File: src/core/isr_pkg.sv
// shared constants and types for the inductive sensor result registers
`default_nettype none
package isr_pkg;
  // register addresses
  localparam logic [7:0] ADDR_THR_HIGH_LO   = 8'h06;
  localparam logic [7:0] ADDR_THR_HIGH_HI   = 8'h07;
  localparam logic [7:0] ADDR_THR_LOW_LO    = 8'h08;
  localparam logic [7:0] ADDR_THR_LOW_HI    = 8'h09;
  localparam logic [7:0] ADDR_IRQ_CONFIG    = 8'h0A;
  localparam logic [7:0] ADDR_POWER_CONFIG  = 8'h0B;
  localparam logic [7:0] ADDR_STATUS        = 8'h20;
  localparam logic [7:0] ADDR_PROX_LOW      = 8'h21;
  localparam logic [7:0] ADDR_PROX_HIGH     = 8'h22;
  localparam logic [7:0] ADDR_FREQ_LOW      = 8'h23;
  localparam logic [7:0] ADDR_FREQ_MID      = 8'h24;
  localparam logic [7:0] ADDR_FREQ_HIGH     = 8'h25;

  // reset values
  localparam logic [7:0] RESET_THR_HIGH     = 8'hFF;
  localparam logic [7:0] RESET_THR_LOW      = 8'h00;
  localparam logic [7:0] RESET_IRQ_CONFIG   = 8'h00;
  localparam logic [7:0] RESET_POWER_CONFIG = 8'h00;
  localparam logic [7:0] READ_UNMAPPED      = 8'h00;

  // field positions
  localparam int POWER_MODE_BIT   = 0;
  localparam int STATUS_OSC_BIT   = 7;
  localparam int STATUS_DRDY_BIT  = 6;
  localparam int STATUS_WAKE_BIT  = 5;
  localparam int STATUS_CMP_BIT   = 4;
  localparam int IRQ_FUNC_MSB     = 2;

  // irq pin function codes
  localparam logic [2:0] IRQ_FUNC_NONE    = 3'h0;
  localparam logic [2:0] IRQ_FUNC_WAKEUP  = 3'h1;
  localparam logic [2:0] IRQ_FUNC_COMPARE = 3'h2;
  localparam logic [2:0] IRQ_FUNC_DRDY    = 3'h4;

  // one finished conversion from the measurement core
  typedef struct packed {
    logic [15:0] proximity;
    logic [23:0] frequency_count;
  } isr_conv_t;

  // one register access from the serial decoder
  typedef struct packed {
    logic       write;
    logic       read_start;
    logic [7:0] addr;
    logic [7:0] wdata;
  } isr_req_t;
endpackage
`default_nettype wire

File: src/core/isr_byte_reg.sv
// one writable configuration byte with a reset value
`timescale 1ns/1ns
`default_nettype none
module isr_byte_reg #(
  parameter logic [7:0] RESET_VALUE = 8'h00,
  parameter logic [7:0] WRITE_MASK  = 8'hFF
) (
  // clock and reset
  input  wire logic       clk,
  input  wire logic       reset_n,
  // write port
  input  wire logic       write_en,
  input  wire logic [7:0] wdata,
  // stored value
  output var  logic [7:0] q
);
  logic [7:0] next_q;

  // masked bits stay zero so reserved fields read back as zero
  always_comb begin
    next_q = q;
    if (write_en) begin
      next_q = wdata & WRITE_MASK;
    end
  end

  always_ff @(posedge clk) begin
    if (!reset_n) begin
      q <= RESET_VALUE;
    end else begin
      q <= next_q;
    end
  end
endmodule // isr_byte_reg
`default_nettype wire

File: src/core/isr_result_regs.sv
// power, status and result registers of the inductive sensor converter
//
// Contract
// - power mode bit 0 low: standby, no conversions taken.
// - power mode bit high: active, conversions enabled.
// - power register at 0x0B, read/write, resets 0x00, upper bits reserved zero.
// - status bit 7 high while oscillation timeout detected.
// - status bit 6 low when new result ready, high otherwise.
// - status bit 5 low on wake-up above high threshold, high when disabled.
// - status bit 4 high below low threshold, low above high threshold.
// - status at 0x20 is read-only, bits 3:0 carry nothing.
// - proximity registers load latest result only when 0x21 read starts.
// - without a 0x21 read, proximity registers keep old contents.
// - proximity result read-only, low byte 0x21, high byte 0x22.
// - frequency count read-only at 0x23, 0x24, 0x25, low to high.
// - high threshold 16 bits at 0x06/0x07, both reset 0xFF.
// - low threshold 16 bits at 0x08/0x09, both reset 0x00.
// - irq pin function: 000 none, 001 wake-up, 010 comparator, 100 ready.
`timescale 1ns/1ns
`default_nettype none
module isr_result_regs (
  // clock and reset
  input  wire logic               clk,
  input  wire logic               reset_n,
  // register access from serial decoder
  input  wire isr_pkg::isr_req_t  req,
  output var  logic [7:0]         reg_rdata,
  output var  logic               reg_rvalid,
  // measurement core
  input  wire logic               conv_done,
  input  wire isr_pkg::isr_conv_t conv_data,
  input  wire logic               oscillation_timeout,
  output var  logic               conv_enable,
  // interrupt pin, active low
  output var  logic               irq_pin_n
);
  logic [7:0]         power_config;
  logic [7:0]         irq_config;
  logic [7:0]         thr_high_lo;
  logic [7:0]         thr_high_hi;
  logic [7:0]         thr_low_lo;
  logic [7:0]         thr_low_hi;
  logic [15:0]        thr_high;
  logic [15:0]        thr_low;
  logic [2:0]         irq_pin_function;
  logic               power_mode_select;
  logic               conv_taken;

  isr_pkg::isr_conv_t latest;
  isr_pkg::isr_conv_t next_latest;
  logic [15:0]        proximity;
  logic [15:0]        next_proximity;
  logic               oscillation_timeout_flag;
  logic               next_oscillation_timeout_flag;
  logic               data_ready_n;
  logic               next_data_ready_n;
  logic               wake_n;
  logic               next_wake_n;
  logic               compare_low;
  logic               next_compare_low;
  logic [7:0]         status;
  logic [7:0]         next_reg_rdata;
  logic               next_reg_rvalid;
  logic               next_conv_enable;
  logic               next_irq_pin_n;

  // configuration bytes
  isr_byte_reg #(.RESET_VALUE(isr_pkg::RESET_THR_HIGH)) u_thr_high_lo (
    .clk      (clk),
    .reset_n  (reset_n),
    .write_en (req.write && req.addr == isr_pkg::ADDR_THR_HIGH_LO),
    .wdata    (req.wdata),
    .q        (thr_high_lo)
  );
  isr_byte_reg #(.RESET_VALUE(isr_pkg::RESET_THR_HIGH)) u_thr_high_hi (
    .clk      (clk),
    .reset_n  (reset_n),
    .write_en (req.write && req.addr == isr_pkg::ADDR_THR_HIGH_HI),
    .wdata    (req.wdata),
    .q        (thr_high_hi)
  );
  isr_byte_reg #(.RESET_VALUE(isr_pkg::RESET_THR_LOW)) u_thr_low_lo (
    .clk      (clk),
    .reset_n  (reset_n),
    .write_en (req.write && req.addr == isr_pkg::ADDR_THR_LOW_LO),
    .wdata    (req.wdata),
    .q        (thr_low_lo)
  );
  isr_byte_reg #(.RESET_VALUE(isr_pkg::RESET_THR_LOW)) u_thr_low_hi (
    .clk      (clk),
    .reset_n  (reset_n),
    .write_en (req.write && req.addr == isr_pkg::ADDR_THR_LOW_HI),
    .wdata    (req.wdata),
    .q        (thr_low_hi)
  );
  isr_byte_reg #(.RESET_VALUE(isr_pkg::RESET_IRQ_CONFIG), .WRITE_MASK(8'h07)) u_irq_config (
    .clk      (clk),
    .reset_n  (reset_n),
    .write_en (req.write && req.addr == isr_pkg::ADDR_IRQ_CONFIG),
    .wdata    (req.wdata),
    .q        (irq_config)
  );
  // reserved upper bits are masked off so they always read zero
  isr_byte_reg #(.RESET_VALUE(isr_pkg::RESET_POWER_CONFIG), .WRITE_MASK(8'h01)) u_power_config (
    .clk      (clk),
    .reset_n  (reset_n),
    .write_en (req.write && req.addr == isr_pkg::ADDR_POWER_CONFIG),
    .wdata    (req.wdata),
    .q        (power_config)
  );

  assign thr_high          = {thr_high_hi, thr_high_lo};
  assign thr_low           = {thr_low_hi, thr_low_lo};
  assign irq_pin_function  = irq_config[isr_pkg::IRQ_FUNC_MSB:0];
  assign power_mode_select = power_config[isr_pkg::POWER_MODE_BIT];
  // standby drops any result the core still delivers
  assign conv_taken        = conv_done && power_mode_select;

  // status and result state
  always_comb begin
    next_latest                   = latest;
    next_proximity                = proximity;
    next_oscillation_timeout_flag = oscillation_timeout;
    next_data_ready_n             = data_ready_n;
    next_wake_n                   = wake_n;
    next_compare_low              = compare_low;
    if (conv_taken) begin
      next_latest = conv_data;
    end
    // reading 0x21 hands the latest result over; writes never do
    if (req.read_start && req.addr == isr_pkg::ADDR_PROX_LOW) begin
      next_proximity    = latest.proximity;
      next_data_ready_n = 1'b1;
    end
    // a fresh result in the same cycle as the hand-over stays pending
    if (conv_taken) begin
      next_data_ready_n = 1'b0;
    end
    // clear on status read, but a new trigger in that cycle wins
    if (req.read_start && req.addr == isr_pkg::ADDR_STATUS) begin
      next_wake_n = 1'b1;
    end
    if (irq_pin_function != isr_pkg::IRQ_FUNC_WAKEUP) begin
      next_wake_n = 1'b1;
    end else if (conv_taken && conv_data.proximity > thr_high) begin
      next_wake_n = 1'b0;
    end
    // hysteresis: between the thresholds the last state holds
    if (conv_taken) begin
      if (conv_data.proximity < thr_low) begin
        next_compare_low = 1'b1;
      end else if (conv_data.proximity > thr_high) begin
        next_compare_low = 1'b0;
      end
    end
  end

  always_ff @(posedge clk) begin
    if (!reset_n) begin
      latest                   <= '0;
      proximity                <= '0;
      oscillation_timeout_flag <= 1'b0;
      data_ready_n             <= 1'b1;
      wake_n                   <= 1'b1;
      compare_low              <= 1'b1;
    end else begin
      latest                   <= next_latest;
      proximity                <= next_proximity;
      oscillation_timeout_flag <= next_oscillation_timeout_flag;
      data_ready_n             <= next_data_ready_n;
      wake_n                   <= next_wake_n;
      compare_low              <= next_compare_low;
    end
  end

  // low nibble reads as zero
  always_comb begin
    status                             = 8'h00;
    status[isr_pkg::STATUS_OSC_BIT]    = oscillation_timeout_flag;
    status[isr_pkg::STATUS_DRDY_BIT]   = data_ready_n;
    status[isr_pkg::STATUS_WAKE_BIT]   = wake_n;
    status[isr_pkg::STATUS_CMP_BIT]    = compare_low;
  end

  // read data, irq pin and core enable
  always_comb begin
    next_reg_rvalid = req.read_start;
    next_reg_rdata  = reg_rdata;
    if (req.read_start) begin
      unique case (req.addr)
        isr_pkg::ADDR_THR_HIGH_LO:  next_reg_rdata = thr_high_lo;
        isr_pkg::ADDR_THR_HIGH_HI:  next_reg_rdata = thr_high_hi;
        isr_pkg::ADDR_THR_LOW_LO:   next_reg_rdata = thr_low_lo;
        isr_pkg::ADDR_THR_LOW_HI:   next_reg_rdata = thr_low_hi;
        isr_pkg::ADDR_IRQ_CONFIG:   next_reg_rdata = irq_config;
        isr_pkg::ADDR_POWER_CONFIG: next_reg_rdata = power_config;
        isr_pkg::ADDR_STATUS:       next_reg_rdata = status;
        // low byte comes straight from the result being handed over
        isr_pkg::ADDR_PROX_LOW:     next_reg_rdata = latest.proximity[7:0];
        isr_pkg::ADDR_PROX_HIGH:    next_reg_rdata = proximity[15:8];
        isr_pkg::ADDR_FREQ_LOW:     next_reg_rdata = latest.frequency_count[7:0];
        isr_pkg::ADDR_FREQ_MID:     next_reg_rdata = latest.frequency_count[15:8];
        isr_pkg::ADDR_FREQ_HIGH:    next_reg_rdata = latest.frequency_count[23:16];
        default:                    next_reg_rdata = isr_pkg::READ_UNMAPPED;
      endcase
    end
    next_conv_enable = power_mode_select;
    unique case (irq_pin_function)
      isr_pkg::IRQ_FUNC_WAKEUP:  next_irq_pin_n = wake_n;
      isr_pkg::IRQ_FUNC_COMPARE: next_irq_pin_n = compare_low;
      isr_pkg::IRQ_FUNC_DRDY:    next_irq_pin_n = data_ready_n;
      default:                   next_irq_pin_n = 1'b1;
    endcase
  end

  always_ff @(posedge clk) begin
    if (!reset_n) begin
      reg_rdata   <= 8'h00;
      reg_rvalid  <= 1'b0;
      conv_enable <= 1'b0;
      irq_pin_n   <= 1'b1;
    end else begin
      reg_rdata   <= next_reg_rdata;
      reg_rvalid  <= next_reg_rvalid;
      conv_enable <= next_conv_enable;
      irq_pin_n   <= next_irq_pin_n;
    end
  end
endmodule // isr_result_regs
`default_nettype wire

File: config.mk
export PLATFORM = sky130hd
export DESIGN_NAME = isr_result_regs
export DESIGN_NICKNAME = d
export VERILOG_FILES = /design/src/core/isr_pkg.sv /design/src/core/isr_byte_reg.sv /design/src/core/isr_result_regs.sv
export SDC_FILE = /design/constraint.sdc
export NUM_CORES = 1
export LEC_CHECK = 0
export ABC_AREA = 1
export BUFFER_PORTS_ARGS = -buffer_cell sky130_fd_sc_hd__buf_2
export CAP_MARGIN = 20
export CORE_MARGIN = 1.5
export CORE_UTILIZATION = 63
export DETAILED_ROUTE_END_ITERATION = 8
export PLACE_DENSITY = 0.85
export SLEW_MARGIN = 10
export SYNTH_ARGS = -nofsm -noshare
export SYNTH_HDL_FRONTEND = slang
export SYNTH_HIERARCHICAL = 1
export SYNTH_SLANG_ARGS = --single-unit
File: constraint.sdc
create_clock -name clk -period 2.22 [get_ports clk]
set_input_delay 0.111 -clock clk [delete_from_list [all_inputs] [get_ports clk]]
set_output_delay 0.111 -clock clk [all_outputs]
set_load 0.02 [all_outputs]
==> impl_results.md <==
* Status: finished clean
* Clock Sinks at 99
* Leading area contributor after synthesis: dfxtp_1
* Global Route Usage Sum at a little under a third
* Maximum root-to-sink buffer count at 2
* RSZ-0062 raised after global routing: false
* Post-CTS sizing at 0
* DRC Markers at 0
* Worst R2R Start: u_thr_high_lo/q[3]
* Hold Path End: latest[5]
* Least-Margin Pin Slew at a little over 0.6 ns
* Total vias in the final route at ~5,600
* P_int at about 2.3 mW
* Setup_tns at 0 ns
* IO Pins at 73
* CTS tree: built
* Cells after Synth at 840
* Synth Warn # at 6
* Switching part of the total at between 20 and 30%
* Arr. time, crit path at approximately 1.9 ns
* Final hold violations at 0
* Final worst path period share at about 73%
* Nets at 997
* Pwr dens at 518 nW/um^2
* Delay-heaviest family, CP: simple AND/OR/NAND/NOR gates
* Die area at ~9500 um^2
* Number of global-route vias before repair at between 5,000 and 6,000
* Area contributors post-synth: dfxtp_1 (35%), nor2_1 (11%), nand2_1 (11%), nand3_1 (10%), ha_1 (6.9%)
* Share of the synthesized area in the top cell type at between 30% and 40%
* Chip width at 97.7 um
* Via density at around 5.5
* Largest net degree at the start of global routing at 53
* CP dominant cell by count: nand2_1
* Reg2Reg Depth at 11
* Share of cells above drive strength 1 at between 15 and 20%
* Leading cell type in the layout, fill and taps excluded: nor2_1
* Sequential area share after synthesis at between 30% and 40%
* Seq pwr share at 55.7%
* Hpwl dp at roughly 11,000 um
* Initial DRC Count at 370
* WL/cell at 14.9 um
* Worst-path maximum fanout at 3
* Drt pass-1 iters at 5
* Worst-Skew Late Latency at approximately 0.36 ns
* Min-delay src: conv_data[5]
* Initial antenna violation count at 0
* Worst Skew at 0.00833 ns
* Initial Util at 64.8%
* Htree depth at 3
* Largest stage delay on the critical path at between 0.4 and 0.5 ns
* CP required at roughly 2.5 ns
* Min Hold Slack at around 0.0044 ns
* Avg Inst Size Synth at a little under 7 um^2
* RePlAce Congestion at ~0.93
* Grt total ovfl at 0
* MaxCap Viol Count at 0
* Worst setup path class: reg -> reg
* Final ANT Viol Nets at 0
* CORE AREA at between 8000 and 9000 um^2
* Max-slew violation count at 0
* Hold Crit Class: in -> reg
* Power share of the clock group at about a third
* P_sw at 0.883 mW
* First-pass GRT wire length at approximately 25,000 um
* Routed Wire Length at 15,100 um
* FILL cells at 747
* Port buffer count at between 70 and 80
* Maximum vdd drop at between 0.0004 and 0.0005 V
* R2R Setup Slk at roughly 0.59 ns
* Num CTS Buffers at 9
* Leak Pwr at between 3 and 4 nW
* Layout area overhead at 9.23%
* Rel. slew slack at between 50 and 60%
* WHS Path Cells at 3
* Netlist Area Pre-Place at about 5700 um^2
* Most frequent cells in the layout: nor2_1 (173), nand2_1 (169), nand3_1 (115)
* # rows at 34
* Synth cell types at 30
* Final Setup Violations at 0
* Synthesis-stage register bit count at between 90 and 100
* Combinational power share at 9.8%
* Max Fclk at roughly 610 MHz
* Clk slew on worst S/H paths at ~0.1 ns
* Crit-path cells: inv_1 > ha_1 > nand2_1 > o21ai_0 > nand2_1 > nand2_1 > nand2_1 > nand2_1 > nand2_1 > nand2_1 > nand2_1
* Root Buffer: clkbuf_8
* Critical path capture point type: flop
* Final Critical Period at 1.63 ns
* ANT cells at 0
* Die Ht at a little under 100 um
* Critical path buffers and inverters at 1
* Startpoint types: flop
* Worst R2R End: compare_low
* CP max-delay cell: dfxtp_1
==> worst min-delay path: cells and delay by family <==
kind,cells,cell delay (ns)
simple gates,1,0.08
compound gates,1,0.07
buf+inv,1,0.08
==> cell type report <==
| type | instances | area (um^2) | area share [%] |
|---|---|---|---|
| Inverter | 83 | 312 | 5.05 |
| Timing Repair Buffer | 89 | 515 | 8.35 |
| Clock inverter | 7 | 57.6 | 0.932 |
| Tap cell | 108 | 135 | 2.19 |
| Clock buffer | 9 | 124 | 2.01 |
| Multi-Input combinational cell | 622 | 3050 | 49.4 |
| Sequential cell | 99 | 1980 | 32.1 |
==> per-layer routing <==
metal | up-vias | GRT usage (%) | wire, um
met2 | 231 | 54.1 | 7200
met1 | 2549 | 38.2 | 6250
li1 | 2770 | - | -
met4 | 0 | 17.4 | 745
met5 | - | 0 | 0
met3 | 53 | 5.76 | 911
==> synth_stat cells (all sizes together) <==
master and n:
nor3 3, a21oi 27, nand4 2, o21ai 55, buf 32, o21bai 1
a31oi 1, conb 2, a221oi 1, clkbuf 14, o21a 1, ha 31
nand3b 1, dfxtp 99, inv 81, a31o 1, nand3 115, nand2 183
clkinv 2, nor2 188
==> how the worst max path moves through the flow <==
stage / to / cells after the start / from
2_1_floorplan: compare_low / 11 / u_thr_high_hi/q[7]
3_3_place_gp: u_irq_config/q[0] / 10 / req[14]
3_5_place_dp: u_irq_config/q[1] / 10 / req[14]
4_1_cts: compare_low / 11 / u_thr_high_lo/q[3]
5_1_grt: compare_low / 11 / u_thr_high_hi/q[7]
6_report: compare_low / 11 / u_thr_high_lo/q[3]
==> kinds of logic after synthesis <==
logic type | synth area share [%]
adder cells (fa/ha/maj) | 6.86
buffers and inverters | 11.7
AND/OR/NAND/NOR | 38.3
other | 0.133
AO/OA/AOI/OAI | 7.95
flip-flops | 35.1
==> per-stage QoR <==
| stage | cell area, um^2 | cells | setup slack [ns] | total power, mW | util, % |
|---|---|---|---|---|---|
| floorplan | 5690 | 850 | 0.912 | 2.02 | - |
| global placement | 5930 | 995 | 0.547 | 2.11 | 68.0 |
| detailed placement | 5930 | 995 | 0.446 | 2.12 | 68.0 |
| CTS | 6170 | 1017 | 0.607 | 3.21 | 70.8 |
| global route | 6170 | 1017 | 0.402 | 3.31 | 70.8 |
| finish | 6170 | 1017 | 0.592 | 3.20 | 70.8 |
==> sequential cells by signal, summed over array words and instances (netlist names), 3 cells and up <==
signal,flops
latest,40
proximity,8
reg_rdata,8
u_irq_config/q,3
u_thr_high_hi/q,8
u_thr_high_lo/q,8
u_thr_low_hi/q,8
u_thr_low_lo/q,8
==> repair_timing <==
item                      CTS  global route
hold buffers                6             0
setup buffers               0             0
hold endpoints to repair    6             0
==> power by group through the flow <==
stage          clock (mW)  combinational (mW)  sequential (mW)
4_1_cts              1.12               0.306             1.78
5_1_grt              1.18               0.347             1.78
3_3_place_gp            0               0.283             1.82
2_1_floorplan           0               0.194             1.83
6_report             1.10               0.312             1.78
3_5_place_dp            0               0.297             1.82
(Power assumes the default switching activity.)
